$ cat config.mk
export PLATFORM = sky130hd
export DESIGN_NAME = dpct_top
export DESIGN_NICKNAME = d
export VERILOG_FILES = /design/src/verilog/dpct_pkg.sv /design/src/verilog/dpct_channel.sv /design/src/verilog/dpct_top.sv
export SDC_FILE = /design/constraint.sdc
export NUM_CORES = 1
export LEC_CHECK = 0
export BUFFER_PORTS_ARGS = -buffer_cell sky130_fd_sc_hd__buf_2
export CORE_MARGIN = 3
export CORE_UTILIZATION = 36
export DETAILED_ROUTE_END_ITERATION = 8
export PLACE_DENSITY = 0.5
export SLEW_MARGIN = 20
export SYNTH_ARGS = -nofsm -noshare
export SYNTH_HDL_FRONTEND = slang
export SYNTH_HIERARCHICAL = 1
export SYNTH_SLANG_ARGS = --single-unit
$ cat constraint.sdc
create_clock -name clk -period 4.68 [get_ports clk]
set_input_delay 1.17 -clock clk [delete_from_list [all_inputs] [get_ports clk]]
set_output_delay 1.17 -clock clk [all_outputs]
set_load 0.01 [all_outputs]
$ cat src/verilog/dpct_pkg.sv
// Package: register map, field layout and timing constants for the dual counter/timers
package dpct_pkg;
	localparam logic [7:0] DPCT_TMR_ADDR = 8'hf1;
	localparam logic [7:0] DPCT_CNT1_ADDR = 8'hf2;
	localparam logic [7:0] DPCT_SECOND_PRESCALE_ADDR = 8'hf3;
	localparam logic [7:0] DPCT_CNT0_ADDR = 8'hf4;
	localparam logic [7:0] DPCT_FIRST_PRESCALE_ADDR = 8'hf5;
	localparam logic [7:0] DPCT_PORT3_CFG_ADDR = 8'he0;
	localparam logic [7:0] DPCT_IRQ_STAT_ADDR = 8'he1;
	localparam logic [7:0] DPCT_IRQ_MASK_ADDR = 8'he2;
	localparam logic [7:0] DPCT_PORT3_DATA_ADDR = 8'he3;
	// Timer mode control fields
	localparam int DPCT_TMR_LOAD0 = 0;
	localparam int DPCT_TMR_RUN0 = 1;
	localparam int DPCT_TMR_LOAD1 = 2;
	localparam int DPCT_TMR_RUN1 = 3;
	localparam int DPCT_TMR_TIN_LO = 4;
	localparam int DPCT_TMR_TIN_HI = 5;
	// Prescaler fields
	localparam int DPCT_PRE_AUTO = 0;
	localparam int DPCT_PRE_EXTCLK = 1;
	localparam int DPCT_PRE_DIV_LO = 2;
	localparam int DPCT_PRE_DIV_HI = 7;
	// Port 3 configuration fields
	localparam int DPCT_P3_ANALOG = 0;
	localparam int DPCT_P3_CMP_TIN = 1;
	// Interrupt status bits
	localparam int DPCT_IRQ_T0 = 0;
	localparam int DPCT_IRQ_T1 = 1;
	localparam int DPCT_IRQ_EXT_LO = 2;
	localparam logic [7:0] DPCT_RESET_BYTE = 8'h00;
	localparam logic [1:0] DPCT_TIN_EXTCLK = 2'h0;
	localparam logic [1:0] DPCT_TIN_GATE = 2'h1;
	localparam logic [1:0] DPCT_TIN_TRIG_NR = 2'h2;
	localparam logic [1:0] DPCT_TIN_TRIG_RE = 2'h3;
	localparam logic [1:0] DPCT_INT_DIV = 2'h3;
endpackage

$ cat src/verilog/dpct_channel.sv
// One counter channel: prescaler plus 8-bit down counter
`timescale 1ns/1ps
module dpct_channel
	import dpct_pkg::*;
#(
	parameter int CW = 8,
	parameter int PW = 6
) (
	// Clock and reset
	input wire logic clk,
	input wire logic reset,
	// Control
	input wire logic tick,
	input wire logic run,
	input wire logic load,
	input wire logic auto_reload,
	input wire logic [PW-1:0] pre_div,
	input wire logic [CW-1:0] init_val,
	// State
	output logic [CW-1:0] count,
	output logic expire
);
	logic [PW-1:0] pre_cnt;
	logic [CW-1:0] next_count;
	logic done;
	// A zero prescale wraps through 63 down to 1, so it divides by 64
	wire pre_end = (pre_cnt == {{(PW-1){1'b0}}, 1'b1});
	wire cnt_end = (count == {{(CW-1){1'b0}}, 1'b1});
	// A finished one-shot must not wrap past zero
	wire step = run && tick && pre_end && !done;
	// Zero in a field means the full range: 64 and 256 fall out of wrap-around
	always_comb begin
		next_count = count - {{(CW-1){1'b0}}, 1'b1};
		if (step && cnt_end && auto_reload)
			next_count = init_val;
	end
	always_ff @(posedge clk) begin
		if (reset || load) begin
			pre_cnt <= pre_div;
			count <= reset ? '0 : init_val;
			expire <= 1'b0;
			done <= 1'b0;
		end else begin
			expire <= step && cnt_end;
			if (step && cnt_end && !auto_reload)
				done <= 1'b1;
			if (run && tick)
				pre_cnt <= pre_end ? pre_div : pre_cnt - {{(PW-1){1'b0}}, 1'b1};
			if (step)
				count <= next_count;
		end
	end
endmodule

$ cat src/verilog/dpct_top.sv
// Top: dual prescaled counter/timers with port 3 input logic and register file
// Summary of operation
// - Two 8-bit counters each with 6-bit prescaler
// - Second prescaler internal or external; first internal only
// - Prescaler divides source by 1 to 64
// - Counter decrements loaded value 1 to 256
// - End of count raises that timer's request
// - Start, stop, continue, or reload from initial
// - One-shot halts at zero; auto-reload repeats
// - Counters readable undisturbed; prescalers write-only
// - Second source: clock divided by four or pin
// - Timer input as clock, triggers, or gate
// - Timers and external inputs run during halt
// - Comparator feeds interrupts, port data, timer input
// - Port 3 lines digital or analog comparator
// - Comparator 2 both edges; comparator 1 falling
// - Comparators off frees reference line as input
//
// The implementer's own choice: the strobed register port.
`timescale 1ns/1ps
module dpct_top
	import dpct_pkg::*;
#(
	parameter int CW = 8,
	parameter int PW = 6
) (
	// Clock and reset
	input wire logic clk,
	input wire logic reset,
	// Register port
	input wire logic [7:0] addr,
	input wire logic [7:0] wdata,
	input wire logic wr,
	input wire logic rd,
	output logic [7:0] rdata,
	// Port 3 lines: digital level and comparator outputs
	input wire logic [2:0] port3_pin,
	input wire logic cmp1_out,
	input wire logic cmp2_out,
	// Requests
	output logic first_timer_request,
	output logic second_timer_request,
	output logic [3:0] external_interrupt_requests,
	output logic irq
);
	logic [7:0] timer_mode_control, first_prescale, second_prescale;
	logic [CW-1:0] first_init, second_init;
	logic [1:0] port3_cfg;
	logic [5:0] irq_stat, irq_mask;
	logic [2:0] p3_prev;
	logic [1:0] div4;
	logic trig_run, tin_prev;
	logic [CW-1:0] first_count, second_count;
	logic first_exp, second_exp;

	// Input selection: analog mode swaps the comparators in
	wire analog = port3_cfg[DPCT_P3_ANALOG];
	wire first_in = analog ? cmp1_out : port3_pin[0];
	wire second_in = analog ? cmp2_out : port3_pin[1];
	wire ref_in = port3_pin[2];
	wire [2:0] p3_now = {ref_in, second_in, first_in};
	wire external_timer_input = (analog && !port3_cfg[DPCT_P3_CMP_TIN]) ? port3_pin[0] : first_in;
	// Edges on port 3 inputs
	wire fall1 = p3_prev[0] && !p3_now[0];
	wire edge2 = p3_prev[1] ^ p3_now[1];
	wire rise2 = !p3_prev[1] && p3_now[1];
	wire fall3 = p3_prev[2] && !p3_now[2];
	wire [3:0] ext_ev = {analog ? edge2 : rise2, analog ? 1'b0 : fall3, fall1, fall1 & ~analog};

	// Timer input modes
	wire [1:0] tin_mode = timer_mode_control[DPCT_TMR_TIN_HI:DPCT_TMR_TIN_LO];
	wire tin_fall = tin_prev && !external_timer_input;
	wire int_tick = (div4 == DPCT_INT_DIV);
	wire ext_src = second_prescale[DPCT_PRE_EXTCLK];
	wire trig_mode = (tin_mode == DPCT_TIN_TRIG_NR) || (tin_mode == DPCT_TIN_TRIG_RE);
	// Only trigger modes may arm, or a stale run flag blocks the first trigger later
	wire retrig = tin_fall && trig_mode && ((tin_mode == DPCT_TIN_TRIG_RE) || !trig_run);
	wire second_tick = (ext_src && tin_mode == DPCT_TIN_EXTCLK) ? tin_fall :
		(ext_src && tin_mode == DPCT_TIN_GATE) ? (int_tick && external_timer_input) :
		(ext_src && trig_mode) ? (int_tick && trig_run) : int_tick;
	wire second_run = timer_mode_control[DPCT_TMR_RUN1] && !(ext_src && trig_mode && !trig_run);
	wire second_load = (wr && addr == DPCT_TMR_ADDR && wdata[DPCT_TMR_LOAD1]) || (ext_src && trig_mode && retrig);
	wire first_load = wr && addr == DPCT_TMR_ADDR && wdata[DPCT_TMR_LOAD0];

	// Register decode
	wire [5:0] events = {ext_ev, second_exp, first_exp};
	wire [5:0] clr = (wr && addr == DPCT_IRQ_STAT_ADDR) ? wdata[5:0] : 6'h00;
	wire [7:0] next_rdata = (addr == DPCT_TMR_ADDR) ? timer_mode_control :
		(addr == DPCT_CNT1_ADDR) ? second_count :
		(addr == DPCT_CNT0_ADDR) ? first_count :
		(addr == DPCT_PORT3_CFG_ADDR) ? {6'h00, port3_cfg} :
		(addr == DPCT_IRQ_STAT_ADDR) ? {2'h0, irq_stat} :
		(addr == DPCT_IRQ_MASK_ADDR) ? {2'h0, irq_mask} :
		(addr == DPCT_PORT3_DATA_ADDR) ? {5'h00, p3_now} : DPCT_RESET_BYTE;

	// Both channels run off clk alone, never the CPU clock, so halt leaves them going
	dpct_channel #(.CW(CW), .PW(PW)) u_first (
		.clk(clk), .reset(reset), .tick(int_tick),
		.run(timer_mode_control[DPCT_TMR_RUN0]), .load(first_load),
		.auto_reload(first_prescale[DPCT_PRE_AUTO]),
		.pre_div(first_prescale[DPCT_PRE_DIV_HI:DPCT_PRE_DIV_LO]),
		.init_val(first_init), .count(first_count), .expire(first_exp)
	);
	dpct_channel #(.CW(CW), .PW(PW)) u_second (
		.clk(clk), .reset(reset), .tick(second_tick), .run(second_run), .load(second_load),
		.auto_reload(second_prescale[DPCT_PRE_AUTO]),
		.pre_div(second_prescale[DPCT_PRE_DIV_HI:DPCT_PRE_DIV_LO]),
		.init_val(second_init), .count(second_count), .expire(second_exp)
	);

	always_ff @(posedge clk) begin
		if (reset) begin
			timer_mode_control <= DPCT_RESET_BYTE;
			first_prescale <= DPCT_RESET_BYTE;
			second_prescale <= DPCT_RESET_BYTE;
			first_init <= '0;
			second_init <= '0;
			port3_cfg <= 2'h0;
			irq_mask <= 6'h00;
		end else if (wr) begin
			// Load bits are write actions and never stick; run bits are stored and stay set
			if (addr == DPCT_TMR_ADDR)
				timer_mode_control <= wdata & 8'hfa;
			if (addr == DPCT_FIRST_PRESCALE_ADDR)
				first_prescale <= wdata;
			if (addr == DPCT_SECOND_PRESCALE_ADDR)
				second_prescale <= wdata;
			if (addr == DPCT_CNT0_ADDR)
				first_init <= wdata;
			if (addr == DPCT_CNT1_ADDR)
				second_init <= wdata;
			if (addr == DPCT_PORT3_CFG_ADDR)
				port3_cfg <= wdata[1:0];
			if (addr == DPCT_IRQ_MASK_ADDR)
				irq_mask <= wdata[5:0];
		end
	end

	always_ff @(posedge clk) begin
		if (reset) begin
			irq_stat <= 6'h00;
			p3_prev <= p3_now; // Start from the pin level, so reset makes no false edge
			div4 <= 2'h0;
			tin_prev <= 1'b0;
			trig_run <= 1'b0;
			rdata <= DPCT_RESET_BYTE;
			first_timer_request <= 1'b0;
			second_timer_request <= 1'b0;
			external_interrupt_requests <= 4'h0;
			irq <= 1'b0;
		end else begin
			irq_stat <= (irq_stat & ~clr) | events; // Set wins over clear
			p3_prev <= p3_now;
			div4 <= div4 + 2'h1;
			tin_prev <= external_timer_input;
			// One-shot trigger ends when the second counter expires
			if (retrig)
				trig_run <= 1'b1;
			else if (second_exp && !second_prescale[DPCT_PRE_AUTO])
				trig_run <= 1'b0;
			rdata <= rd ? next_rdata : DPCT_RESET_BYTE;
			first_timer_request <= first_exp;
			second_timer_request <= second_exp;
			external_interrupt_requests <= ext_ev;
			irq <= |(irq_stat & irq_mask);
		end
	end
endmodule

==> flow_metrics.py, run 1 <==
metrics = {
    "place": {
        "gp_congestion": 0.837,
        "port_buffers": 39,
        "dpl.hpwl_um": 9540,
    },
    "outcome": {
        "status": "finished clean",
    },
    "sta": {
        "max_freq_mhz": 294,
        "rsz0062_at_grt": "no",
        "tns_ns": 0,
        "final.setup_skew_ns": 0.00460,
        "setup_viol": 0,
        "hold_ws_ns": 0.417,
        "maxSlewHeadroom_pct": 50.3,
        "worstMarginPinSlew_ns": 0.740,
        "hold_violations": 0,
        "period_needed_ns": 3.40,
        "drv_slew": 0,
        "min_period_over_period_pct": 72.6,
    },
    "die": {
        "core-area_um2": 13500,
        "die_w_um": 124,
        "die_area_um2": 15400,
        "die_y_um": 124,
        "rows": 42,
        "start_util_pct": 37.4,
        "io_pins": 40,
    },
    "layout": {
        "area_delta_synth_final_pct": 13.1,
        "final_cell_mix": "77 x dfxtp_1, 68 x nor2_1, 49 x mux2i_1",
        "final_layout_size_suffix_gt1_share_pct": 14.0,
        "final_common_cell": "dfxtp_1",
        "antennaDiodeCount": 0,
        "nNetsFinal": 573,
    },
    "clocking": {
        "clkSlewWorstSetupHoldPaths_ns": 0.07,
        "cts_resized": 0,
        "clock_latency_ns": 0.35,
        "numCtsBuffers": 9,
        "ctsLongestPathBuffers": 2,
        "postCtsSetupRepairBufs": 0,
        "cts_max_level": 3,
        "cts-root-buf": "clkbuf_16",
        "clock-sinks": 105,
        "cts_tree": "yes",
        "hold_buffers": 0,
    },
    "global_route": {
        "grtUsageTotal_pct": 17.7,
        "overflow": 0,
        "antenna_found_initial": 0,
        "first_global_vias": 3840,
        "grt_max_degree": 48,
        "grt_pass1_wl_um": 21400,
    },
    "pwr": {
        "intPower_mw": 1.50,
        "switchingPower_mw": 0.475,
        "seqPwrFrac_pct": 50.7,
        "cellPowerDensity_nw_per_um2": 347,
        "leakage_nw": 2.33,
        "switching_share_pct": 24.1,
        "p_comb_share_pct": 8.0,
        "pwr-share-clk_pct": 41.2,
        "vdd.ir_drop.worst_mv": 0.226,
    },
    "logic_synthesis": {
        "synthCells": 507,
        "yosys_most_used_dff": "dfxtp_1",
        "yosys.area.top_type": "dfxtp_1",
        "syn_area_um2": 5030,
        "async_reset_ff_share_pct": 0,
        "synth-edff-count": 28,
        "ys_seq_area_share_pct": 47.3,
        "netlist.area_leader.share_pct": 30.6,
        "yosysUniqueCellTypes": 57,
        "syn_avg_cell_area_um2": 9.93,
        "synth_area_leaders": "dfxtp_1 31%, edfxtp_1 17%, mux2i_1 9.7%",
        "synth_fp_nets": 542,
        "ys_warn_count": 6,
        "synth-seq-cells": 105,
    },
    "critical_path": {
        "crit_path_end_kind": "register",
        "cp.required_ns": 4.76,
        "rr_worst_depth": 8,
        "start_kind": "primary input",
        "cp_max_fo": 14,
        "r2r_setup_slack_ns": 1.79,
        "critPathArrivalTime_ns": 3.48,
        "r2r_end": "u_second/count[7]$_DFFE_PP_",
        "crit_type": "primary input to register",
        "timing.rr.start": "port3_cfg[0]$_SDFFE_PP0P_",
    },
    "worst_hold_path": {
        "worstHoldStart": "div4[0]$_SDFF_PP0_",
        "min_to": "div4[0]$_SDFF_PP0_",
        "min_path_cells": 1,
        "hold_class": "register to register",
    },
    "detailed_routing": {
        "post_drt_wl_per_cell_um": 18.9,
        "vias_per_cell": 5.50,
        "drt_iter0_drc": 306,
        "drt_wl_total_um": 13600,
        "drt_first_pass_iters": 5,
        "vias": 3956,
        "drcViolationCount": 0,
        "drtAntennaViolNets": 0,
    },
    "job": {
        "drv_cap": 0,
    },
}
[state kept, by name, indices dropped and copies added, names as in the netlist, 2 cells and up]
name,count
external_interrupt_requests,4
u_second/count,8
u_second/pre_cnt,6
port3_cfg,2
timer_mode_control,6
second_prescale,8
second_init,8
first_init,8
u_first/pre_cnt,6
irq_stat,6
div4,2
irq_mask,6
u_first/count,8
p3_prev,3
rdata,8
first_prescale,7
[per-stage QoR]
| stage | setup WS, ns | cell area, µm² | power (mW) | std cells | util [%] |
|---|---|---|---|---|---|
| 2_1_floorplan | 1.57 | 5030 | 1.12 | 507 | - |
| 3_3_place_gp | 1.04 | 5360 | 1.18 | 703 | 39.9 |
| 3_5_place_dp | 0.924 | 5360 | 1.18 | 703 | 39.9 |
| 4_1_cts | 1.31 | 5690 | 2.00 | 719 | 42.3 |
| 5_1_grt | 1.01 | 5690 | 2.05 | 719 | 42.3 |
| 6_report | 1.28 | 5690 | 1.98 | 719 | 42.3 |
[worst max-delay path, cell delays in order]
cell and delay (ns):
buf_2 0.25, nor4b_2 0.48, nand3_2 0.34, o22ai_1 0.45, nor2_1 0.16, o21ai_1 0.45, o21ai_1 0.16
[worst max-delay path by stage]
stage,depth (start not counted),endpoint,slack (ns),from
floorplan,8,u_second/pre_cnt[3]$_DFFE_PP_,1.57,addr[3]
global placement,7,u_second/pre_cnt[5]$_DFFE_PP_,1.04,addr[1]
detailed placement,7,u_second/pre_cnt[4]$_DFFE_PP_,0.92,addr[0]
CTS,7,u_second/pre_cnt[4]$_DFFE_PP_,1.31,addr[0]
global route,7,u_second/pre_cnt[3]$_DFFE_PP_,1.01,addr[0]
finish,7,u_second/pre_cnt[4]$_DFFE_PP_,1.28,addr[0]
[layer usage]
| layer | vias to the layer above | part of all wire (%) | routed length [µm] | track usage (%) |
|---|---|---|---|---|
| met5 | - | 0 | 0 | 0 |
| met4 | 0 | 2.1 | 282 | 6.51 |
| met3 | 21 | 6.3 | 862 | 5.07 |
| met2 | 113 | 45 | 6110 | 27.2 |
| met1 | 1907 | 47 | 6340 | 23.6 |
| li1 | 1915 | - | - | - |
[power groups by stage]
stage | registers (mW) | clock network [mW] | logic, mW
3_5_place_dp | 1.02 | 0 | 0.158
5_1_grt | 1.01 | 0.868 | 0.176
3_3_place_gp | 1.02 | 0 | 0.156
6_report | 1.00 | 0.814 | 0.159
4_1_cts | 1.00 | 0.838 | 0.159
2_1_floorplan | 1.01 | 0 | 0.107
[final cells by class]
type,count,area (µm²)
flip-flops and latches,105,2380
fillers,1367,7760
well taps,176,220
inverters,20,75.1
repair buffers,40,203
clock inverters,2,13.8
clock buffers,14,318
multi-input cells,362,2480
[cells in the mapped netlist, types with 3 or more instances]
| master | count |
|---|---|
| xnor2_1 | 12 |
| nand4_1 | 6 |
| o2bb2ai_1 | 3 |
| and4_1 | 5 |
| nor4b_1 | 9 |
| inv_1 | 20 |
| dfxtp_1 | 77 |
| nor2b_1 | 4 |
| o21ai_0 | 10 |
| nand3_2 | 3 |
| o22a_1 | 3 |
| nor4_1 | 3 |
| edfxtp_1 | 28 |
| o21ai_1 | 14 |
| a21oi_1 | 24 |
| nand2_1 | 42 |
| buf_2 | 7 |
| ha_1 | 10 |
| mux2i_1 | 49 |
| a31o_2 | 4 |
| o22ai_1 | 3 |
| a22oi_1 | 10 |
| clkbuf_1 | 9 |
| nor3_1 | 15 |
| xor2_1 | 6 |
| and2_1 | 4 |
| nor2_1 | 68 |
| nand3_1 | 3 |
| a211oi_1 | 12 |
[kinds of logic after synthesis]
group,after synthesis,share of synthesized area (%)
xor gates and xnor gates,18,3.13
and+or+nand+nor,184,20.2
DFF,105,47.3
AOI/OAI and AO/OA,98,12.8
adders and majority gates,10,2.49
buffers and inverters,40,3.38
muxes,52,10.6
(Power assumes the default switching activity.)
==> run 2, diff against run 1 <==
--- a/config.mk
+++ b/config.mk
@@ -5,6 +5,7 @@
 export SDC_FILE = /design/constraint.sdc
 export NUM_CORES = 1
 export LEC_CHECK = 0
+export ABC_AREA = 1
 export BUFFER_PORTS_ARGS = -buffer_cell sky130_fd_sc_hd__buf_2
 export CORE_MARGIN = 3
 export CORE_UTILIZATION = 36
==> constraint.sdc (replaced) <==
create_clock -name clk -period 3.3 [get_ports clk]
set_input_delay 0.825 -clock clk [delete_from_list [all_inputs] [get_ports clk]]
set_output_delay 0.825 -clock clk [all_outputs]
set_load 0.01 [all_outputs]
==> run 2 against run 1 <==
  * Worst setup slack lost 0.58 ns
  * Critical path depth is 3 higher
  * Sequential share of layout area decreased by 3.0 points
  * Cell count grew 29%
  * Worst hold slack gained 0.0088 ns
  * Critical path type is now register to register
  * Largest cell class unchanged
==> flow_metrics.py, run 2 <==
metrics = {
    "sta": {
        "hold_violations": 0,
        "final.setup_skew_ns": 0.0110,
        "min_period_over_period_pct": 78.7,
        "max_freq_mhz": 385,
        "period_needed_ns": 2.60,
        "drv_slew": 0,
        "setup_viol": 0,
        "tns_ns": 0,
        "worstMarginPinSlew_ns": 1.05,
        "maxSlewHeadroom_pct": 29.4,
        "setup_slack_ns": 0.702,
        "rsz0062_at_grt": "no",
        "hold_ws_ns": 0.426,
    },
    "outcome": {
        "status": "finished clean",
    },
    "layout": {
        "final_layout_size_suffix_gt1_share_pct": 16.3,
        "final_util_pct": 41.7,
        "final_cell_mix": "147 x nand2_1, 84 x inv_1, 77 x dfxtp_1",
        "antennaDiodeCount": 0,
        "final_common_cell": "nand2_1",
        "nNetsFinal": 773,
        "area_delta_synth_final_pct": 11.8,
        "seqCellArea_um2": 2380,
        "multi_input_area_um2": 2640,
        "fillCellCount": 1496,
    },
    "die": {
        "io_pins": 40,
        "die_w_um": 129,
        "die_area_um2": 16800,
        "core-area_um2": 14700,
        "rows": 44,
        "die_y_um": 129,
        "start_util_pct": 37.3,
    },
    "clocking": {
        "cts_tree": "yes",
        "numCtsBuffers": 9,
        "clock-sinks": 105,
        "clock_latency_ns": 0.36,
        "clkSlewWorstSetupHoldPaths_ns": 0.08,
        "postCtsSetupRepairBufs": 0,
        "hold_buffers": 0,
        "cts_resized": 0,
        "cts_max_level": 3,
        "ctsLongestPathBuffers": 2,
        "cts-root-buf": "clkbuf_16",
    },
    "detailed_routing": {
        "post_drt_wl_per_cell_um": 15.7,
        "drt_iter0_drc": 264,
        "drt_first_pass_iters": 5,
        "drt_wl_total_um": 14600,
        "vias": 4655,
        "vias_per_cell": 5.02,
        "drcViolationCount": 0,
        "drtAntennaViolNets": 0,
    },
    "logic_synthesis": {
        "synth-edff-count": 28,
        "syn_avg_cell_area_um2": 7.85,
        "synth_common_cells": "147 x nand2_1, 84 x inv_1, 77 x dfxtp_1",
        "synthCells": 699,
        "syn_area_um2": 5490,
        "yosys.area.top_type": "dfxtp_1",
        "synth-seq-cells": 105,
        "synth_fp_nets": 734,
        "yosysUniqueCellTypes": 40,
        "synthMostInstantiatedCell": "nand2_1",
        "yosys_most_used_dff": "dfxtp_1",
        "netlist.area_leader.share_pct": 28.1,
        "ys_warn_count": 6,
        "async_reset_ff_share_pct": 0,
        "synth_area_leaders": "dfxtp_1 28%, edfxtp_1 15%, nand2_1 10%",
        "ys_seq_area_share_pct": 43.4,
    },
    "critical_path": {
        "cpMostUsedCell": "nand2_1",
        "crit_path_end_kind": "register",
        "cp.required_ns": 3.29,
        "start_kind": "register",
        "crit_chain": "nand2_1, o21ai_0, nand2_1, o21ai_0, nand3_1, o31ai_1, nand2_1, inv_1, nand2_1, o21ai_1",
        "critPathArrivalTime_ns": 2.58,
        "crit_type": "register to register",
        "cpPeakStageDelay_ns": 0.61,
        "crit_path_top_delay_cell": "o21ai_1",
        "cp_max_fo": 8,
    },
    "pwr": {
        "cellPowerDensity_nw_per_um2": 446,
        "vdd.ir_drop.worst_mv": 0.244,
        "leakage_nw": 2.72,
    },
    "place": {
        "gp_congestion": 0.824,
        "dpl.hpwl_um": 11100,
        "pre_cts_ws_ns": 0.100,
        "port_buffers": 39,
    },
    "global_route": {
        "grt_pass1_wl_um": 23600,
        "overflow": 0,
        "grt_max_degree": 40,
        "first_global_vias": 4403,
        "grtUsageTotal_pct": 18.0,
        "antenna_found_initial": 0,
    },
    "worst_hold_path": {
        "hold_class": "register to register",
    },
    "job": {
        "drv_cap": 0,
    },
}
==> run 2: worst paths after layout <==
kind	from	endpoint	slack [ns]	cells past startpoint
worst max-delay path	port3_cfg[0]$_SDFFE_PP0P_	u_second/count[5]$_DFFE_PP_	0.70	10
worst min-delay path	div4[0]$_SDFF_PP0_	div4[0]$_SDFF_PP0_	0.43	1
worst max register to register	port3_cfg[0]$_SDFFE_PP0P_	u_second/count[5]$_DFFE_PP_	0.70	10
worst min register to register	div4[0]$_SDFF_PP0_	div4[0]$_SDFF_PP0_	0.43	1
==> run 2: through the flow <==
stage | power [mW] | instance area, µm² | cells
finish | 2.74 | 6130 | 927
global route | 2.84 | 6130 | 927
CTS | 2.76 | 6130 | 927
detailed placement | 1.70 | 5850 | 911
global placement | 1.70 | 5850 | 911
floorplan | 1.61 | 5490 | 699
==> run 2: cells by family (layout without fill, tap and decap cells) <==
kind of cell             count (synthesis)  count (layout)  share of synthesized area, %
XOR/XNOR                                 8               8                          1.28
AND/OR/NAND/NOR                        337             337                          31.4
flip-flops                             105             105                          43.4
AO/OA/AOI/OAI                          129             129                          13.1
buffers and inverters                  110             154                          8.55
adder cells (fa/ha/maj)                 10              10                          2.28
==> run 2: power by group <==
group	internal [mW]	leakage [nW]	switching, mW	total (mW)
sequential	1.37	0.908	0.0409	1.41
combinational	0.0880	1.68	0.177	0.265
clock	0.543	0.137	0.519	1.06
total	2.00	2.72	0.737	2.74
==> run 2: cell type report <==
type	instances	area share [%]
tap	184	3.75
inverter	91	5.57
timing repair buffer	47	4.16
clock buffer	10	3.90
multi-input combinational	484	43.0
clock inverter	6	0.795
sequential	105	38.8
==> run 2: worst max-delay path: cells and delay by family (launching register included) <==
| family | cells | cell delay, ns |
|---|---|---|
| flip-flops | 1 | 0.49 |
| AO/OA/AOI/OAI | 4 | 1.22 |
| AND/OR/NAND/NOR | 5 | 0.45 |
| buffers and inverters | 1 | 0.06 |
==> run 2: per-layer routing <==
layer	wire length, µm	GRT usage (%)	up-vias
met2	6480	28.1	117
met5	0	0	-
li1	-	-	2396
met3	610	2.72	11
met1	7270	25.4	2131
met4	206	6.30	0
==> run 3, diff against run 2 <==
--- a/config.mk
+++ b/config.mk
@@ -5,12 +5,12 @@
 export SDC_FILE = /design/constraint.sdc
 export NUM_CORES = 1
 export LEC_CHECK = 0
-export ABC_AREA = 1
+export ABC_AREA = 0
 export BUFFER_PORTS_ARGS = -buffer_cell sky130_fd_sc_hd__buf_2
 export CORE_MARGIN = 3
 export CORE_UTILIZATION = 36
 export DETAILED_ROUTE_END_ITERATION = 8
-export PLACE_DENSITY = 0.5
+export PLACE_DENSITY = 0.52
 export SLEW_MARGIN = 20
 export SYNTH_ARGS = -nofsm -noshare
 export SYNTH_HDL_FRONTEND = slang
==> constraint.sdc (replaced) <==
create_clock -name clk -period 2.2 [get_ports clk]
set_input_delay 0.55 -clock clk [delete_from_list [all_inputs] [get_ports clk]]
set_output_delay 0.55 -clock clk [all_outputs]
set_load 0.01 [all_outputs]
==> run 3 against run 2 <==
  * Worst setup slack worse by 0.61 ns
  * First-iteration DRC count is 22% higher
  * Sequential share of layout area is 0.37 points higher
  * Cell count is 18% lower
  * Total power is 51% higher
  * Global-route usage is 0.41 points lower
  * Core utilization is 3.4 points higher
  * Clock skew is 0.0016 ns lower
  * Largest cell class unchanged
  * Critical path type unchanged
==> flow_metrics.py, run 3 (synthesis results as in run 1) <==
metrics = {
    "sta": {
        "tns_ns": 0,
        "hold_violations": 0,
        "setup_viol": 0,
        "maxSlewHeadroom_pct": 68.6,
        "drv_slew": 0,
        "worstMarginPinSlew_ns": 0.465,
        "min_period_over_period_pct": 95.7,
        "max_freq_mhz": 475,
        "final.setup_skew_ns": 0.00935,
        "setup_slack_ns": 0.0950,
        "period_needed_ns": 2.11,
    },
    "clocking": {
        "clock_latency_ns": 0.36,
        "cts_max_level": 3,
        "numCtsBuffers": 9,
        "hold_buffers": 0,
        "ctsLongestPathBuffers": 2,
        "clock-sinks": 105,
        "cts_tree": "yes",
        "clkSlewWorstSetupHoldPaths_ns": 0.08,
        "cts-root-buf": "clkbuf_16",
    },
    "place": {
        "port_buffers": 39,
        "dpl.hpwl_um": 9920,
        "pre_cts_ws_ns": -0.378,
        "placed_area_um2": 5720,
        "dp_cells": 741,
        "gp_congestion": 0.868,
    },
    "global_route": {
        "grt_max_degree": 31,
        "grtUsageTotal_pct": 17.6,
        "antenna_found_initial": 0,
        "grt_pass1_wl_um": 21700,
        "first_global_vias": 3994,
        "overflow": 0,
    },
    "pwr": {
        "vdd.ir_drop.worst_mv": 0.376,
        "p_comb_share_pct": 9.8,
        "intPower_mw": 3.03,
        "power_mw": 4.13,
        "cellPowerDensity_nw_per_um2": 680,
        "leakage_nw": 2.54,
        "pwr-share-clk_pct": 38.9,
        "seqPwrFrac_pct": 51.2,
        "switching_share_pct": 26.6,
        "switchingPower_mw": 1.10,
    },
    "layout": {
        "final_cell_mix": "77 x dfxtp_1, 66 x nor2_1, 48 x mux2i_1",
        "final_common_cell": "dfxtp_1",
        "stdcell_area_um2": 6080,
        "nNetsFinal": 612,
        "multi_input_area_um2": 2580,
        "fillCellCount": 1323,
        "final_cells": 758,
        "seqCellArea_um2": 2380,
        "area_delta_synth_final_pct": 20.7,
        "final_layout_size_suffix_gt1_share_pct": 22.2,
        "antennaDiodeCount": 0,
    },
    "job": {
        "drv_cap": 0,
    },
    "detailed_routing": {
        "drt_wl_total_um": 13400,
        "drt_first_pass_iters": 5,
        "drtAntennaViolNets": 0,
        "drt_iter0_drc": 321,
        "post_drt_wl_per_cell_um": 17.7,
        "vias": 3989,
        "vias_per_cell": 5.26,
        "drcViolationCount": 0,
    },
    "die": {
        "start_util_pct": 37.4,
        "rows": 42,
        "io_pins": 40,
        "core-area_um2": 13500,
        "die_w_um": 124,
        "die_area_um2": 15400,
        "die_y_um": 124,
    },
    "critical_path": {
        "timing.rr.start": "port3_cfg[1]$_SDFFE_PP0P_",
        "setup.worst_path.start": "port3_cfg[1]$_SDFFE_PP0P_",
        "start_kind": "register",
        "crit_type": "register to register",
        "cp.required_ns": 2.31,
        "crit_path_end_kind": "register",
        "cp_max_fo": 2,
        "critPathArrivalTime_ns": 2.21,
        "rr_worst_depth": 9,
    },
    "outcome": {
        "status": "finished clean",
    },
    "worst_hold_path": {
        "worstHoldStart": "port3_pin[2]",
        "hold_class": "primary input to register",
        "min_path_cells": 1,
    },
}
## run 3: critical path: stages, from the launching register on
cell and delay, ns:
dfxtp_1 0.32, nand2_2 0.09, mux2i_4 0.28, mux2i_1 0.11, a32o_2 0.29, nor4bb_4 0.15, and4_1 0.25, buf_4 0.14
nor3_1 0.16, nor3_1 0.06
## run 3: worst paths after layout
path | end | slack, ns
worst max register to register | u_second/count[3]$_DFFE_PP_ | 0.09
worst min register to register | div4[0]$_SDFF_PP0_ | 0.42
worst min-delay path | p3_prev[2]$_DFF_P_ | 0.34
worst max-delay path | u_second/count[3]$_DFFE_PP_ | 0.09
## run 3: through the flow
stage | hold slack [ns] | utilization [%]
2_1_floorplan | 0.399 | -
3_3_place_gp | 0.408 | 42.5
3_5_place_dp | 0.411 | 42.5
4_1_cts | 0.329 | 44.9
5_1_grt | 0.329 | 45.2
6_report | 0.344 | 45.2
## run 3: cell type report
cell class / instances / area share, %
Tap cell: 176 / 3.62
Clock inverter: 7 / 1.13
Clock buffer: 9 / 3.71
Inverter: 20 / 1.24
Sequential cell: 105 / 39.2
Multi-Input combinational cell: 362 / 42.5
Timing Repair Buffer: 79 / 8.63
## run 3: power by group through the flow
stage	registers, mW	logic, mW	clock network (mW)
after floorplan	2.15	0.232	0
after global placement	2.16	0.399	0
after detailed placement	2.16	0.399	0
after CTS	2.12	0.406	1.66
after global routing	2.13	0.447	1.73
final	2.12	0.407	1.61
## run 3: per-layer routing
layer	share of wire (%)	up-vias	track usage [%]
met1	48	1880	23.5
met5	0	-	0
met3	5.0	21	4.90
met2	45	96	27.7
li1	-	1992	-
met4	2.0	0	5.35
## run 3: what timing repair did
item                                    in CTS  in global routing
gates resized for setup                      5                  7
buffers inserted                             0                  1
hold endpoints to repair                     0                  0
endpoints found under the setup margin       7                  8
pin swaps                                    0                  1
